==> src/rtl/pcipi_pkg.sv <==
/*
 * Shared constants and types for the per-channel PIPE interface block.
 * Assumes a single 20 MHz clock domain and a synchronous reset.
 */
package pcipi_pkg;

	// Power state encodings as carried on the power state input.
	typedef enum logic [1:0] {
		PCIPI_P0 = 2'b00,
		PCIPI_P0S = 2'b01,
		PCIPI_P1 = 2'b10,
		PCIPI_P2 = 2'b11
	} pcipi_pstate_t;

	// Receiver status codes on the 3-bit status output.
	localparam logic [2:0] ST_OK = 3'h0;
	localparam logic [2:0] ST_SKP_ADD = 3'h1;
	localparam logic [2:0] ST_SKP_DROP = 3'h2;
	localparam logic [2:0] ST_RX_PRESENT = 3'h3;
	localparam logic [2:0] ST_DEC_ERR = 3'h4;
	localparam logic [2:0] ST_OVERFLOW = 3'h5;
	localparam logic [2:0] ST_UNDERFLOW = 3'h6;
	localparam logic [2:0] ST_DISP_ERR = 3'h7;

	// Receiver detection timing.
	localparam int CLK_HZ = 20000000;
	localparam int DETECT_NS = 1000;
	localparam int DETECT_CYC = (DETECT_NS * (CLK_HZ / 1000000) + 999) / 1000;
	localparam logic [7:0] DETECT_CNT = 8'(DETECT_CYC);

	// Register map offsets (byte addresses).
	localparam logic [3:0] REG_CTRL = 4'h0;
	localparam logic [3:0] REG_STAT = 4'h4;
	localparam logic [3:0] REG_CNT = 4'h8;

	// Control register fields.
	localparam int CTRL_WIDE = 0;
	localparam int CTRL_HARD = 1;
	localparam int CTRL_GEN2 = 2;
	localparam logic [31:0] CTRL_RESET = 32'h0000_0002;

	// K28.5 comma with both disparities, 10-bit.
	localparam logic [9:0] COMMA_NEG = 10'h17C;
	localparam logic [9:0] COMMA_POS = 10'h283;
	localparam logic [2:0] LOCK_COMMAS = 3'h4;

endpackage : pcipi_pkg

==> src/rtl/pcipi_evt_if.sv <==
/*
 * Interface carrying completion events from the sequencer to the status
 * encoder. Assumes both modports sit in the ref_clk domain.
 */
`timescale 1ns/10ps
interface pcipi_evt_if;
	logic done;
	logic detected;
	logic loopback;
	modport src (output done, output detected, output loopback);
	modport dst (input done, input detected, input loopback);
endinterface : pcipi_evt_if

==> src/rtl/pcipi_align.sv <==
/*
 * Word aligner synchroniser: locks after four K28.5 commas with no decode error between them and
 * drops lock after decode errors. Assumes 10-bit symbols, one per valid.
 */
`timescale 1ns/10ps
module pcipi_align (
	input wire logic ref_clk,
	input wire logic srst,
	input wire logic sym_valid,
	input wire logic [9:0] sym,
	input wire logic sym_err,
	output logic locked
);
	typedef enum logic [1:0] {
		PCIPI_A_LOST = 2'b00,
		PCIPI_A_HUNT = 2'b01,
		PCIPI_A_SYNC = 2'b10
	} pcipi_astate_t;

	pcipi_astate_t state;
	pcipi_astate_t next_state;
	logic [2:0] cnt;
	logic [2:0] next_cnt;
	logic comma;

	assign comma = (sym == pcipi_pkg::COMMA_NEG) ||
		(sym == pcipi_pkg::COMMA_POS);

	// Hunt for commas; in sync, four errors in a row drop lock.
	always_comb
	begin
		next_state = state;
		next_cnt = cnt;
		if (sym_valid)
		begin
			unique case (state)
				PCIPI_A_LOST:
					if (comma)
					begin
						next_state = PCIPI_A_HUNT;
						next_cnt = 3'h1;
					end
				PCIPI_A_HUNT:
					if (sym_err)
						next_state = PCIPI_A_LOST;
					else if (comma)
					begin
						next_cnt = cnt + 3'h1;
						if (next_cnt == pcipi_pkg::LOCK_COMMAS)
						begin
							next_state = PCIPI_A_SYNC;
							next_cnt = 3'h0;
						end
					end
				PCIPI_A_SYNC:
					if (sym_err)
					begin
						next_cnt = cnt + 3'h1;
						if (next_cnt == pcipi_pkg::LOCK_COMMAS)
							next_state = PCIPI_A_LOST;
					end
					else
						next_cnt = 3'h0;
				default:
					next_state = PCIPI_A_LOST;
			endcase
		end
	end

	// State registers.
	always_ff @(posedge ref_clk)
	begin
		if (srst)
		begin
			state <= PCIPI_A_LOST;
			cnt <= 3'h0;
		end
		else
		begin
			state <= next_state;
			cnt <= next_cnt;
		end
	end

	assign locked = (state == PCIPI_A_SYNC);
endmodule : pcipi_align

==> src/rtl/pcipi_channel.sv <==
/*
 * Per-channel PIPE interface block: electrical idle, receiver detection,
 * loopback, compliance disparity, power states and status, with an
 * Avalon-MM register slave. Assumes one synchronous clock, ref_clk.
 */
// The implementer's own choices: the address map and the Avalon-MM slave port.
`timescale 1ns/10ps
module pcipi_channel #(
	parameter int LANE_W = 16
) (
	input wire logic ref_clk,
	input wire logic srst,
	// Register slave port.
	input wire logic [3:0] avs_address,
	input wire logic avs_read,
	input wire logic avs_write,
	input wire logic [31:0] avs_writedata,
	output logic [31:0] avs_readdata,
	output logic avs_waitrequest,
	// Control levels from the PHY-MAC layer.
	// per-channel power input
	input wire logic [1:0] power_state,
	input wire logic tx_elec_idle_req,
	input wire logic detect_or_loopback_req,
	input wire logic compliance_req,
	// Transmit lane toward the coding section.
	input wire logic [LANE_W-1:0] tx_data,
	input wire logic [1:0] tx_is_k,
	output logic [LANE_W-1:0] pcs_tx_data,
	output logic [1:0] pcs_tx_is_k,
	output logic pcs_force_neg_disp,
	// Transmitter buffer, detection and loopback controls.
	output logic tx_elec_idle,
	output logic rx_detect_start,
	input wire logic rx_detect_result,
	output logic loopback_en,
	// Receive side from the aligner and rate match sections.
	input wire logic rx_sym_valid,
	input wire logic [9:0] rx_sym,
	input wire logic [LANE_W-1:0] pcs_rx_data,
	input wire logic dec_err,
	input wire logic disp_err,
	input wire logic skp_add,
	input wire logic skp_drop,
	input wire logic fifo_over,
	input wire logic fifo_under,
	// Receive lane and status toward the PHY-MAC layer.
	output logic [LANE_W-1:0] rx_data,
	output logic rx_locked,
	output logic phy_op_complete,
	output logic [2:0] rx_status_code
);
	typedef enum logic [1:0] {
		PCIPI_IDLE = 2'b00,
		PCIPI_DETECT = 2'b01,
		PCIPI_PWR = 2'b10
	} pcipi_seq_t;

	pcipi_evt_if evt ();

	// Sequencer and power state.
	pcipi_seq_t seq;
	pcipi_seq_t next_seq;
	pcipi_pkg::pcipi_pstate_t pstate;
	pcipi_pkg::pcipi_pstate_t next_pstate;
	logic [7:0] timer;
	logic [7:0] next_timer;
	logic det_res;
	logic next_det_res;
	// Control register and detection tally.
	logic [31:0] ctrl;
	logic [31:0] next_ctrl;
	logic [15:0] det_count;
	logic [15:0] next_det_count;
	// Read path of the register slave.
	logic [31:0] next_rdata;
	logic rd_pending;
	logic next_rd_pending;
	// Decoded configuration.
	logic gen2_ok;
	logic wide;
	logic low_power;

	// Gen2 is refused unless the hard core path is selected.
	// gen2 gating
	assign gen2_ok = ctrl[pcipi_pkg::CTRL_GEN2] & ctrl[pcipi_pkg::CTRL_HARD];
	assign wide = ctrl[pcipi_pkg::CTRL_WIDE];
	// Every state but P0 counts as low power; idle is all that is applied.
	assign low_power = (pstate != pcipi_pkg::PCIPI_P0);

	// Sequencer: the power state input alone moves pstate, as the MAC
	// owns every transition; detection runs only from P1.
	// A change that arrives during detection waits until the window ends.
	always_comb
	begin
		next_seq = seq;
		next_pstate = pstate;
		next_timer = timer;
		next_det_res = det_res;
		next_det_count = det_count;
		unique case (seq)
			PCIPI_IDLE:
				// A power change wins over a detect request in the same cycle.
				// MAC commanded
				if (power_state != pstate)
				begin
					next_pstate = pcipi_pkg::pcipi_pstate_t'(power_state);
					next_seq = PCIPI_PWR;
				end
				else if (detect_or_loopback_req &&
					pstate == pcipi_pkg::PCIPI_P1)
				begin
					next_seq = PCIPI_DETECT;
					next_timer = pcipi_pkg::DETECT_CNT;
				end
			PCIPI_DETECT:
				// The far-end answer is taken in the last cycle of the window,
				// once the step on the line has had the whole window to settle.
				if (timer == 8'h01)
				begin
					next_seq = PCIPI_IDLE;
					next_det_res = rx_detect_result;
					next_det_count = det_count + 16'h0001;
				end
				else
					next_timer = timer - 8'h01;
			PCIPI_PWR:
				next_seq = PCIPI_IDLE;
			default:
				next_seq = PCIPI_IDLE;
		endcase
	end

	// Completion events toward the encoder, one cycle each.
	// completion source
	assign evt.done = (seq == PCIPI_PWR) ||
		(seq == PCIPI_DETECT && timer == 8'h01);
	// The detect flag only means something alongside done.
	assign evt.detected = (seq == PCIPI_DETECT) && rx_detect_result;
	// Loopback is refused while Gen2 runs on the hard core, as the loop
	// only exists at the Gen1 rate.
	// P0 loopback at Gen1
	assign evt.loopback = detect_or_loopback_req &&
		pstate == pcipi_pkg::PCIPI_P0 && !gen2_ok;

	// Sequencer registers.
	always_ff @(posedge ref_clk)
	begin
		if (srst)
		begin
			seq <= PCIPI_IDLE;
			// P1 keeps the transmitter idle and lets detection run at once.
			pstate <= pcipi_pkg::PCIPI_P1;
			timer <= 8'h00;
			det_res <= 1'b0;
			det_count <= 16'h0000;
		end
		else
		begin
			seq <= next_seq;
			pstate <= next_pstate;
			timer <= next_timer;
			det_res <= next_det_res;
			det_count <= next_det_count;
		end
	end

	// Transmit path registered toward the PCS. Idle wins in low power.
	// One clock serves both lane and control, so no crossing is needed.
	// lane clocking
	always_ff @(posedge ref_clk)
	begin
		if (srst)
		begin
			tx_elec_idle <= 1'b1;
			rx_detect_start <= 1'b0;
			loopback_en <= 1'b0;
			pcs_force_neg_disp <= 1'b0;
			pcs_tx_data <= '0;
			pcs_tx_is_k <= 2'h0;
			rx_data <= '0;
		end
		else
		begin
			tx_elec_idle <= tx_elec_idle_req | low_power;
			rx_detect_start <= (next_seq == PCIPI_DETECT);
			loopback_en <= evt.loopback;
			pcs_force_neg_disp <= compliance_req;
			// In 8-bit mode the upper byte is zero, so stale data never leaks.
			// data transfer
			pcs_tx_data <= wide ? tx_data :
				{{(LANE_W-8){1'b0}}, tx_data[7:0]};
			pcs_tx_is_k <= wide ? tx_is_k : {1'b0, tx_is_k[0]};
			rx_data <= wide ? pcs_rx_data :
				{{(LANE_W-8){1'b0}}, pcs_rx_data[7:0]};
		end
	end

	// Aligner and encoder are separate modules; events reach the encoder
	// through the interface so the sequencer stays free of status logic.
	// comma lock
	pcipi_align u_align (
		.ref_clk(ref_clk),
		.srst(srst),
		.sym_valid(rx_sym_valid),
		.sym(rx_sym),
		.sym_err(dec_err),
		.locked(rx_locked)
	);

	pcipi_status u_status (
		.ref_clk(ref_clk),
		.srst(srst),
		.evt(evt),
		.dec_err(dec_err),
		.disp_err(disp_err),
		.skp_add(skp_add),
		.skp_drop(skp_drop),
		.fifo_over(fifo_over),
		.fifo_under(fifo_under),
		.phy_op_complete(phy_op_complete),
		.rx_status_code(rx_status_code)
	);

	// Register slave: reads wait one cycle so data come from a flop;
	// writes complete in the request cycle.
	always_comb
	begin
		next_ctrl = ctrl;
		next_rdata = avs_readdata;
		next_rd_pending = 1'b0;
		// Only the three defined control bits are kept; the rest read zero.
		if (avs_write && avs_address == pcipi_pkg::REG_CTRL)
			next_ctrl = {29'h0, avs_writedata[2:0]};
		if (avs_read && !rd_pending)
		begin
			next_rd_pending = 1'b1;
			unique case (avs_address)
				pcipi_pkg::REG_CTRL:
					next_rdata = ctrl;
				pcipi_pkg::REG_STAT:
					next_rdata = {24'h0, det_res, rx_locked, loopback_en,
						tx_elec_idle, seq, 2'(pstate)};
				pcipi_pkg::REG_CNT:
					next_rdata = {16'h0, det_count};
				default:
					next_rdata = 32'h0000_0000;
			endcase
		end
	end

	// Writes never wait; a read waits one cycle, and a read held past its
	// answer starts a fresh request, so back-to-back reads work.
	assign avs_waitrequest = avs_read && !rd_pending;

	// Register slave flops.
	always_ff @(posedge ref_clk)
	begin
		if (srst)
		begin
			// The hard core path is selected out of reset, so the link can
			// train before software has written anything.
			// hard path default
			ctrl <= pcipi_pkg::CTRL_RESET;
			avs_readdata <= 32'h0000_0000;
			rd_pending <= 1'b0;
		end
		else
		begin
			ctrl <= next_ctrl;
			avs_readdata <= next_rdata;
			rd_pending <= next_rd_pending;
		end
	end
endmodule : pcipi_channel

==> src/rtl/pcipi_status.sv <==
/*
 * Receiver status encoder: turns completion and receive-side conditions
 * into the 3-bit status code and the one-cycle completion flag.
 * Assumes conditions are single-cycle qualified pulses or levels.
 */
`timescale 1ns/10ps
module pcipi_status (
	input wire logic ref_clk,
	input wire logic srst,
	pcipi_evt_if.dst evt,
	input wire logic dec_err,
	input wire logic disp_err,
	input wire logic skp_add,
	input wire logic skp_drop,
	input wire logic fifo_over,
	input wire logic fifo_under,
	output logic phy_op_complete,
	output logic [2:0] rx_status_code
);
	logic next_done;
	logic [2:0] next_code;

	// Priority follows the usual order: detect result, then errors.
	always_comb
	begin
		next_done = evt.done;
		next_code = pcipi_pkg::ST_OK;
		if (evt.done && evt.detected)
			next_code = pcipi_pkg::ST_RX_PRESENT;
		else if (dec_err)
			next_code = pcipi_pkg::ST_DEC_ERR;
		else if (fifo_over)
			next_code = pcipi_pkg::ST_OVERFLOW;
		else if (fifo_under)
			next_code = pcipi_pkg::ST_UNDERFLOW;
		else if (disp_err)
			next_code = pcipi_pkg::ST_DISP_ERR;
		else if (skp_add)
			next_code = pcipi_pkg::ST_SKP_ADD;
		else if (skp_drop)
			next_code = pcipi_pkg::ST_SKP_DROP;
	end

	// Registered outputs keep the status free of glitches.
	always_ff @(posedge ref_clk)
	begin
		if (srst)
		begin
			phy_op_complete <= 1'b0;
			rx_status_code <= 3'h0;
		end
		else
		begin
			phy_op_complete <= next_done;
			rx_status_code <= next_code;
		end
	end
endmodule : pcipi_status

==> config.mk <==
export PLATFORM = sky130hd
export DESIGN_NAME = pcipi_channel
export DESIGN_NICKNAME = d
export VERILOG_FILES = /design/src/rtl/pcipi_pkg.sv /design/src/rtl/pcipi_evt_if.sv /design/src/rtl/pcipi_align.sv /design/src/rtl/pcipi_channel.sv /design/src/rtl/pcipi_status.sv
export SDC_FILE = /design/constraint.sdc
export NUM_CORES = 1
export LEC_CHECK = 0
export BUFFER_PORTS_ARGS = -buffer_cell sky130_fd_sc_hd__buf_4
export CELL_PAD_IN_SITES_DETAIL_PLACEMENT = 1
export CELL_PAD_IN_SITES_GLOBAL_PLACEMENT = 1
export CORE_ASPECT_RATIO = 0.9
export CORE_MARGIN = 1.5
export CORE_UTILIZATION = 37
export DETAILED_ROUTE_END_ITERATION = 6
export HOLD_SLACK_MARGIN = 0.08
export PLACE_DENSITY_LB_ADDON = 0.08
export SLEW_MARGIN = 20
export SYNTH_ARGS = -nofsm -noshare
export SYNTH_HDL_FRONTEND = slang
export SYNTH_SLANG_ARGS = --single-unit
==> constraint.sdc <==
create_clock -name ref_clk -period 2.8 [get_ports ref_clk]
set_input_delay 0.28 -clock ref_clk [delete_from_list [all_inputs] [get_ports ref_clk]]
set_output_delay 0.28 -clock ref_clk [all_outputs]
set_load 0.05 [all_outputs]
# Word level (Yosys, flattened, before mapping)
# Cells that the tools add are included.
[classes] addsub=3 eq_ne=23 mux=30 bitwise_logic=3 reduce_logical=26
[ops] operator="case mux 16 bit (3 select lines)" n=1
[ops] operator="two-way mux 3 bit" n=10
[ops] operator="two-way mux 8 bit" n=3
[ops] operator="two-way mux 2 bit" n=11
[ops] operator="adder 16 x 1 -> 16 bit (second input constant)" n=1
[ops] operator="case mux 8 bit (2 select lines)" n=1
[ops] operator="equality test 10 bit (second input constant)" n=1
[ops] operator="equality test 10 x 9 -> 1 bit (second input constant)" n=1
[ops] operator="inequality test 2 bit (second input constant)" n=5
[ops] operator="case mux 3 bit (3 select lines)" n=1
[ops] operator="equality test 8 x 1 -> 1 bit (second input constant)" n=1
[ops] operator="logical AND 1 bit" n=8
[ops] operator="subtractor 8 x 1 -> 8 bit (second input constant)" n=1
[ops] operator="equality test 2 x 1 -> 1 bit (second input constant)" n=3
[ops] operator="equality test 2 bit (second input constant)" n=3
[ops] operator="logical NOT 2 bit" n=3
[ops] operator="inequality test 2 x 1 -> 1 bit (second input constant)" n=3
[ops] operator="inequality test 3 x 2 -> 1 bit (second input constant)" n=2
[ops] operator="case mux 2 bit (3 select lines)" n=1
[ops] operator="AND reduction 6 bit" n=1
[ops] operator="AND reduction 5 bit" n=1
[ops] operator="equality test 4 x 3 -> 1 bit (second input constant)" n=1
[ops] operator="equality test 4 bit (second input constant)" n=1
[ops] operator="logical NOT 4 bit" n=1
[ops] operator="15 further kinds" n=20
[totals] reg_bits=112 inputBits=97 output_inout_bits=76 elab_cells=108

# Longest topological paths before layout
[depth] word_depth=7 mapped_depth=8

# By module
# Synthesis repeated with hierarchy kept, for this count alone.
[hier_totals] hier_cells=427 area_unflattened_um2=4098.9
[by_module_without_submodules] module="pcipi_channel" n_inst=1 cells_per_inst=361 area_per_inst_um2=3472.1 seq_area_each_um2=1741.7
[by_module_without_submodules] module="pcipi_align" n_inst=1 cells_per_inst=51 area_per_inst_um2=471.7 seq_area_each_um2=100.1
[by_module_without_submodules] module="pcipi_status" n_inst=1 cells_per_inst=15 area_per_inst_um2=155.1 seq_area_each_um2=80.1

# Least setup slack after synthesis
# No wires, ideal clock.
[synth_path] path_kind="reg-to-reg" from="register u_align.state[0]" to="register u_align.cnt[0]" t_arrival_ns=1.626 required_time_ns=2.728 path_slack_ns=1.102 path_stages_with_launch=6 n_path_buf=0 cell_sequence="dfxtp_1 -> inv_1 -> ha_1 -> o211a_1 -> a32oi_1 -> mux2i_1"
[synth_via] elab_chain_cells=3 word_cells_on_any_way=9 cone_classes="eq/ne (5); mux (1); reduce/logical (3)"
[synth_rtl] item="start: declaration" line="pcipi_align.sv:20" source="pcipi_astate_t state;"
[synth_rtl] item="start signal: assignment" line="pcipi_align.sv:80" source="state <= next_state;"
[synth_rtl] item="equality test 2 bit *"
[synth_rtl] item="named net rx_locked" line="pcipi_channel.sv:49" source="output logic rx_locked,"
[synth_rtl] item="nonzero test 3 bit (no line)"
[synth_rtl] item="AND reduction 5 bit (no line)"
[synth_rtl] item="end signal: assignment" line="pcipi_align.sv:81" source="cnt <= next_cnt;"
[synth_rtl] item="end: declaration" line="pcipi_align.sv:22" source="logic [2:0] cnt;"
# The timed path passes the listed nets; every way through them passes the cells marked *.
# A chain may end at the register's enable or synchronous reset.

# Worst setup path after layout
[layout_path] from="register rd_pending" to="output avs_waitrequest"
[layout_via] elab_chain_cells=2
[layout_rtl] item="start: declaration" line="pcipi_channel.sv:77" source="logic rd_pending;"
[layout_rtl] item="start signal: assignment" line="pcipi_channel.sv:272" source="rd_pending <= next_rd_pending;"
[layout_rtl] item="logical NOT 1 bit" line="pcipi_channel.sv:254" source="assign avs_waitrequest = avs_read && !rd_pending;"
[layout_rtl] item="logical AND 1 bit" line="pcipi_channel.sv:254"
[layout_rtl] item="end: declaration" line="pcipi_channel.sv:19" source="output logic avs_waitrequest,"
# No other way between the ends.

==> flow_metrics.env <==
export IMPL_wl_mm=9.96
export IMPL_drive_gt1_frac=0.284
export IMPL_status="completed"
export IMPL_vias=3339
export IMPL_clockPowerShare=0.402
export IMPL_hpwl_mm=7.37
export IMPL_synth_flop_cell="dfxtp_1"
export IMPL_synth_cells=423
export IMPL_p_sw_frac=0.266
export IMPL_drc=0
export IMPL_cts_root_buf="clkbuf_16"
export IMPL_tightest_slew_ps=876
export IMPL_numCtsBuffers=9
export IMPL_synth_seq_cells=96
export IMPL_ant_nets=0
export IMPL_grt_use_total=0.177
export IMPL_pwr_share_comb=0.129
export IMPL_cp_end_kind="primary output"
export IMPL_io_pins=173
export IMPL_grt_antenna_before_repair=0
export IMPL_die_y_um=102
export IMPL_grt_pass1_wl_mm=16.2
export IMPL_crit_top_cell="buf_4"
export IMPL_yosys_warnings=0
export IMPL_crit_required_ps=2520
export IMPL_post_route_period_util=0.747
export IMPL_slew_viol_final=0
export IMPL_crit_path_max_incr_delay_ps=390
export IMPL_cts_sinks=96
export IMPL_synth_edf_count=0
export IMPL_worstPathBufferInverterCount=3
export IMPL_post_cts_setup_buffers=0
export IMPL_vias_per_cell=4.92
export IMPL_slew_headroom=0.415
export IMPL_grt_max_degree=80
export IMPL_peakVddDrop_v=0.000278
export IMPL_syn_area_per_cell_um2=9.46
export IMPL_crit_arrival_ps=1810
export IMPL_cp_cell_sequence="nand2b_1 -> buf_4 -> clkinv_1 -> buf_4"
export IMPL_antennaDiodeCount=0
export IMPL_ctsHoldBuffers=0
export IMPL_drt_iter0_markers=149
export IMPL_grt_setup_unrepaired="no"
export IMPL_die_area_mm2=0.0114
export IMPL_die_width_um=113
export IMPL_area_growth_pct=32.2
export IMPL_cp_start_kind="flip-flop"
export IMPL_power_density_mw_per_mm2=582
export IMPL_cts_resized_gates=0
export IMPL_gp_congestion=0.733
export IMPL_cts_path_max_buffers=2
export IMPL_skew_ps=6.08
export IMPL_num_rows=35
export IMPL_htreeDepth=3
export IMPL_power_leakage_nw=2.26
export IMPL_n_fill_cell=1220
export IMPL_synthesis_area_mm2=0.00400
export IMPL_critical_path_class="flip-flop to primary output"
export IMPL_crit_slowest_cell="nand2b_1"
export IMPL_grt_pass1_vias=3306
export IMPL_fmax_mhz=478
export IMPL_portBuffers=127
export IMPL_dr_pass1_iters=4
export IMPL_internal_power_w=0.00226
export IMPL_cp_max_fo=10
export IMPL_fp_coreArea_mm2=0.0104
export IMPL_start_util=0.385
export IMPL_p_seq_frac=0.469
export IMPL_cp_depth=4
export IMPL_finalHoldViolCount=0
export IMPL_reg2regPathDepth=5
export IMPL_grt_overflow_total=0
export IMPL_cp_top_family="buffers and inverters"
export IMPL_p_sw_w=0.000819
export IMPL_synthArstFlopShare=0
export IMPL_max_cap_violations=0
export IMPL_clk_pin_slew_worst_paths_ps=70
export IMPL_hold_path_cell_count=2
export IMPL_final_area_mm2=0.00529
export IMPL_setup_viol=0
export IMPL_seq_area_frac_synth=0.480
export IMPL_period_minus_slack_ps=2090
export IMPL_dpl_instance_area_mm2=0.00499
export IMPL_worstHoldPathType="input pin to flip-flop"
export IMPL_routedWlPerCell_um=14.7
export IMPL_synthDistinctLibCells=52
export IMPL_tritoncts="done"
export IMPL_fin_nets=650
export IMPL_worstSkewPairLatency_ps=340
export IMPL_tns_ps=0
==> worst register-to-register path: stages, from the launching register on <==
cell and delay (ps):
dfxtp_1 390, ha_1 160, nor3b_2 300, nand4_2 370, or3_2 560, a21oi_1 160
==> layout make-up <==
class	instances	area [um2]	share of cell area
Clock inverter	6	67.6	0.0128
Tap cell	129	161	0.0305
Multi-Input combinational cell	297	1890	0.358
Inverter	12	45.0	0.00852
Clock buffer	10	229	0.0433
Timing Repair Buffer	129	968	0.183
Sequential cell	96	1920	0.364
==> state kept, by name (all words and copies together) (netlist names) <==
signal and flops:
det_count 16, timer 8, u_align.state 2, rd_pending 1, det_res 1, u_status.phy_op_complete 1
pcs_force_neg_disp 1, tx_elec_idle 1, avs_readdata 16, rx_detect_start 1, loopback_en 1, pcs_tx_is_k 2
rx_data 16, ctrl 3, pcs_tx_data 16, u_align.cnt 3, pstate 2, seq 2
u_status.rx_status_code 3
==> logic make-up (layout without fill, tap and decap cells) <==
logic type,count (synthesis),in the layout,synth area share
other cells,1,16,0.000937
buf+inv,45,157,0.0604
mux,10,10,0.0250
xor+xnor,21,21,0.0460
compound gates,59,59,0.102
flops,96,96,0.480
fa+ha+maj,8,8,0.0250
simple gates,183,183,0.261
==> cells in the final DEF, fill, tap and decap left out, drive strengths merged, types with 3 or more instances in the layout <==
cell type,instances
a21oi,21
a22o,6
a22oi,7
and2,19
buf,129
clkbuf,10
conb,16
dfxtp,96
ha,8
inv,13
mux2i,10
nand2,29
nand2b,11
nand3,19
nand4,8
nor2,39
nor2b,22
nor3,9
nor4,8
nor4b,3
nor4bb,3
o21ai,10
or3,4
xnor2,14
xor2,7
==> Yosys cell counts (4+ instances only) <==
| cell | instances | area share |
|---|---|---|
| dfxtp_1 | 96 | 0.48 |
| nor2_1 | 39 | 0.037 |
| nand2_1 | 29 | 0.027 |
| nor2b_1 | 22 | 0.034 |
| a21oi_1 | 21 | 0.026 |
| and2_1 | 19 | 0.030 |
| nand3_1 | 19 | 0.024 |
| buf_4 | 16 | 0.030 |
| xnor2_1 | 14 | 0.031 |
| inv_1 | 11 | 0.010 |
| nand2b_1 | 11 | 0.017 |
| clkbuf_1 | 10 | 0.0094 |
| mux2i_1 | 10 | 0.025 |
| o21ai_0 | 10 | 0.013 |
| nor3_1 | 9 | 0.011 |
| ha_1 | 8 | 0.025 |
| a22oi_1 | 7 | 0.013 |
| nand4_1 | 7 | 0.011 |
| xor2_1 | 7 | 0.015 |
| a22o_1 | 6 | 0.013 |
| nor4_1 | 5 | 0.0078 |
| buf_2 | 4 | 0.0050 |
==> power by group through the flow <==
stage / Sequential [W] / Clock, W / Combinational [W]
floorplan: 0.00153 / 0 / 0.000207
global placement: 0.00147 / 0 / 0.000391
detailed placement: 0.00147 / 0 / 0.000398
CTS: 0.00144 / 0.00128 / 0.000400
global route: 0.00145 / 0.00133 / 0.000431
finish: 0.00144 / 0.00124 / 0.000396
==> metal layers <==
metal / wire (um) / global-route usage / up-vias
met5: 0 / 0 / -
met4: 80 / 0.0584 / 0
met3: 478 / 0.0431 / 6
met2: 4880 / 0.299 / 83
met1: 4530 / 0.225 / 1584
li1: - / - / 1666
==> worst paths after layout <==
check	startpoint	to	slack [ps]
max	rd_pending	avs_waitrequest	710
min	tx_elec_idle_req	tx_elec_idle	110
max reg2reg	timer[0]	det_count[6]	770
min reg2reg	avs_readdata[14]	avs_readdata[14]	460
==> through the flow <==
step                cells  hold slack (ps)  total power, W  setup slack (ps)   util
CTS                   679              106         0.00312               657  0.509
global route          679              125         0.00320               560  0.509
finish                679              115         0.00307               709  0.509
global placement      663              440         0.00186               823  0.481
floorplan             438              380         0.00174              1100      -
detailed placement    663              453         0.00187               758  0.481
No activity file was read; power rests on OpenSTA's default activity.
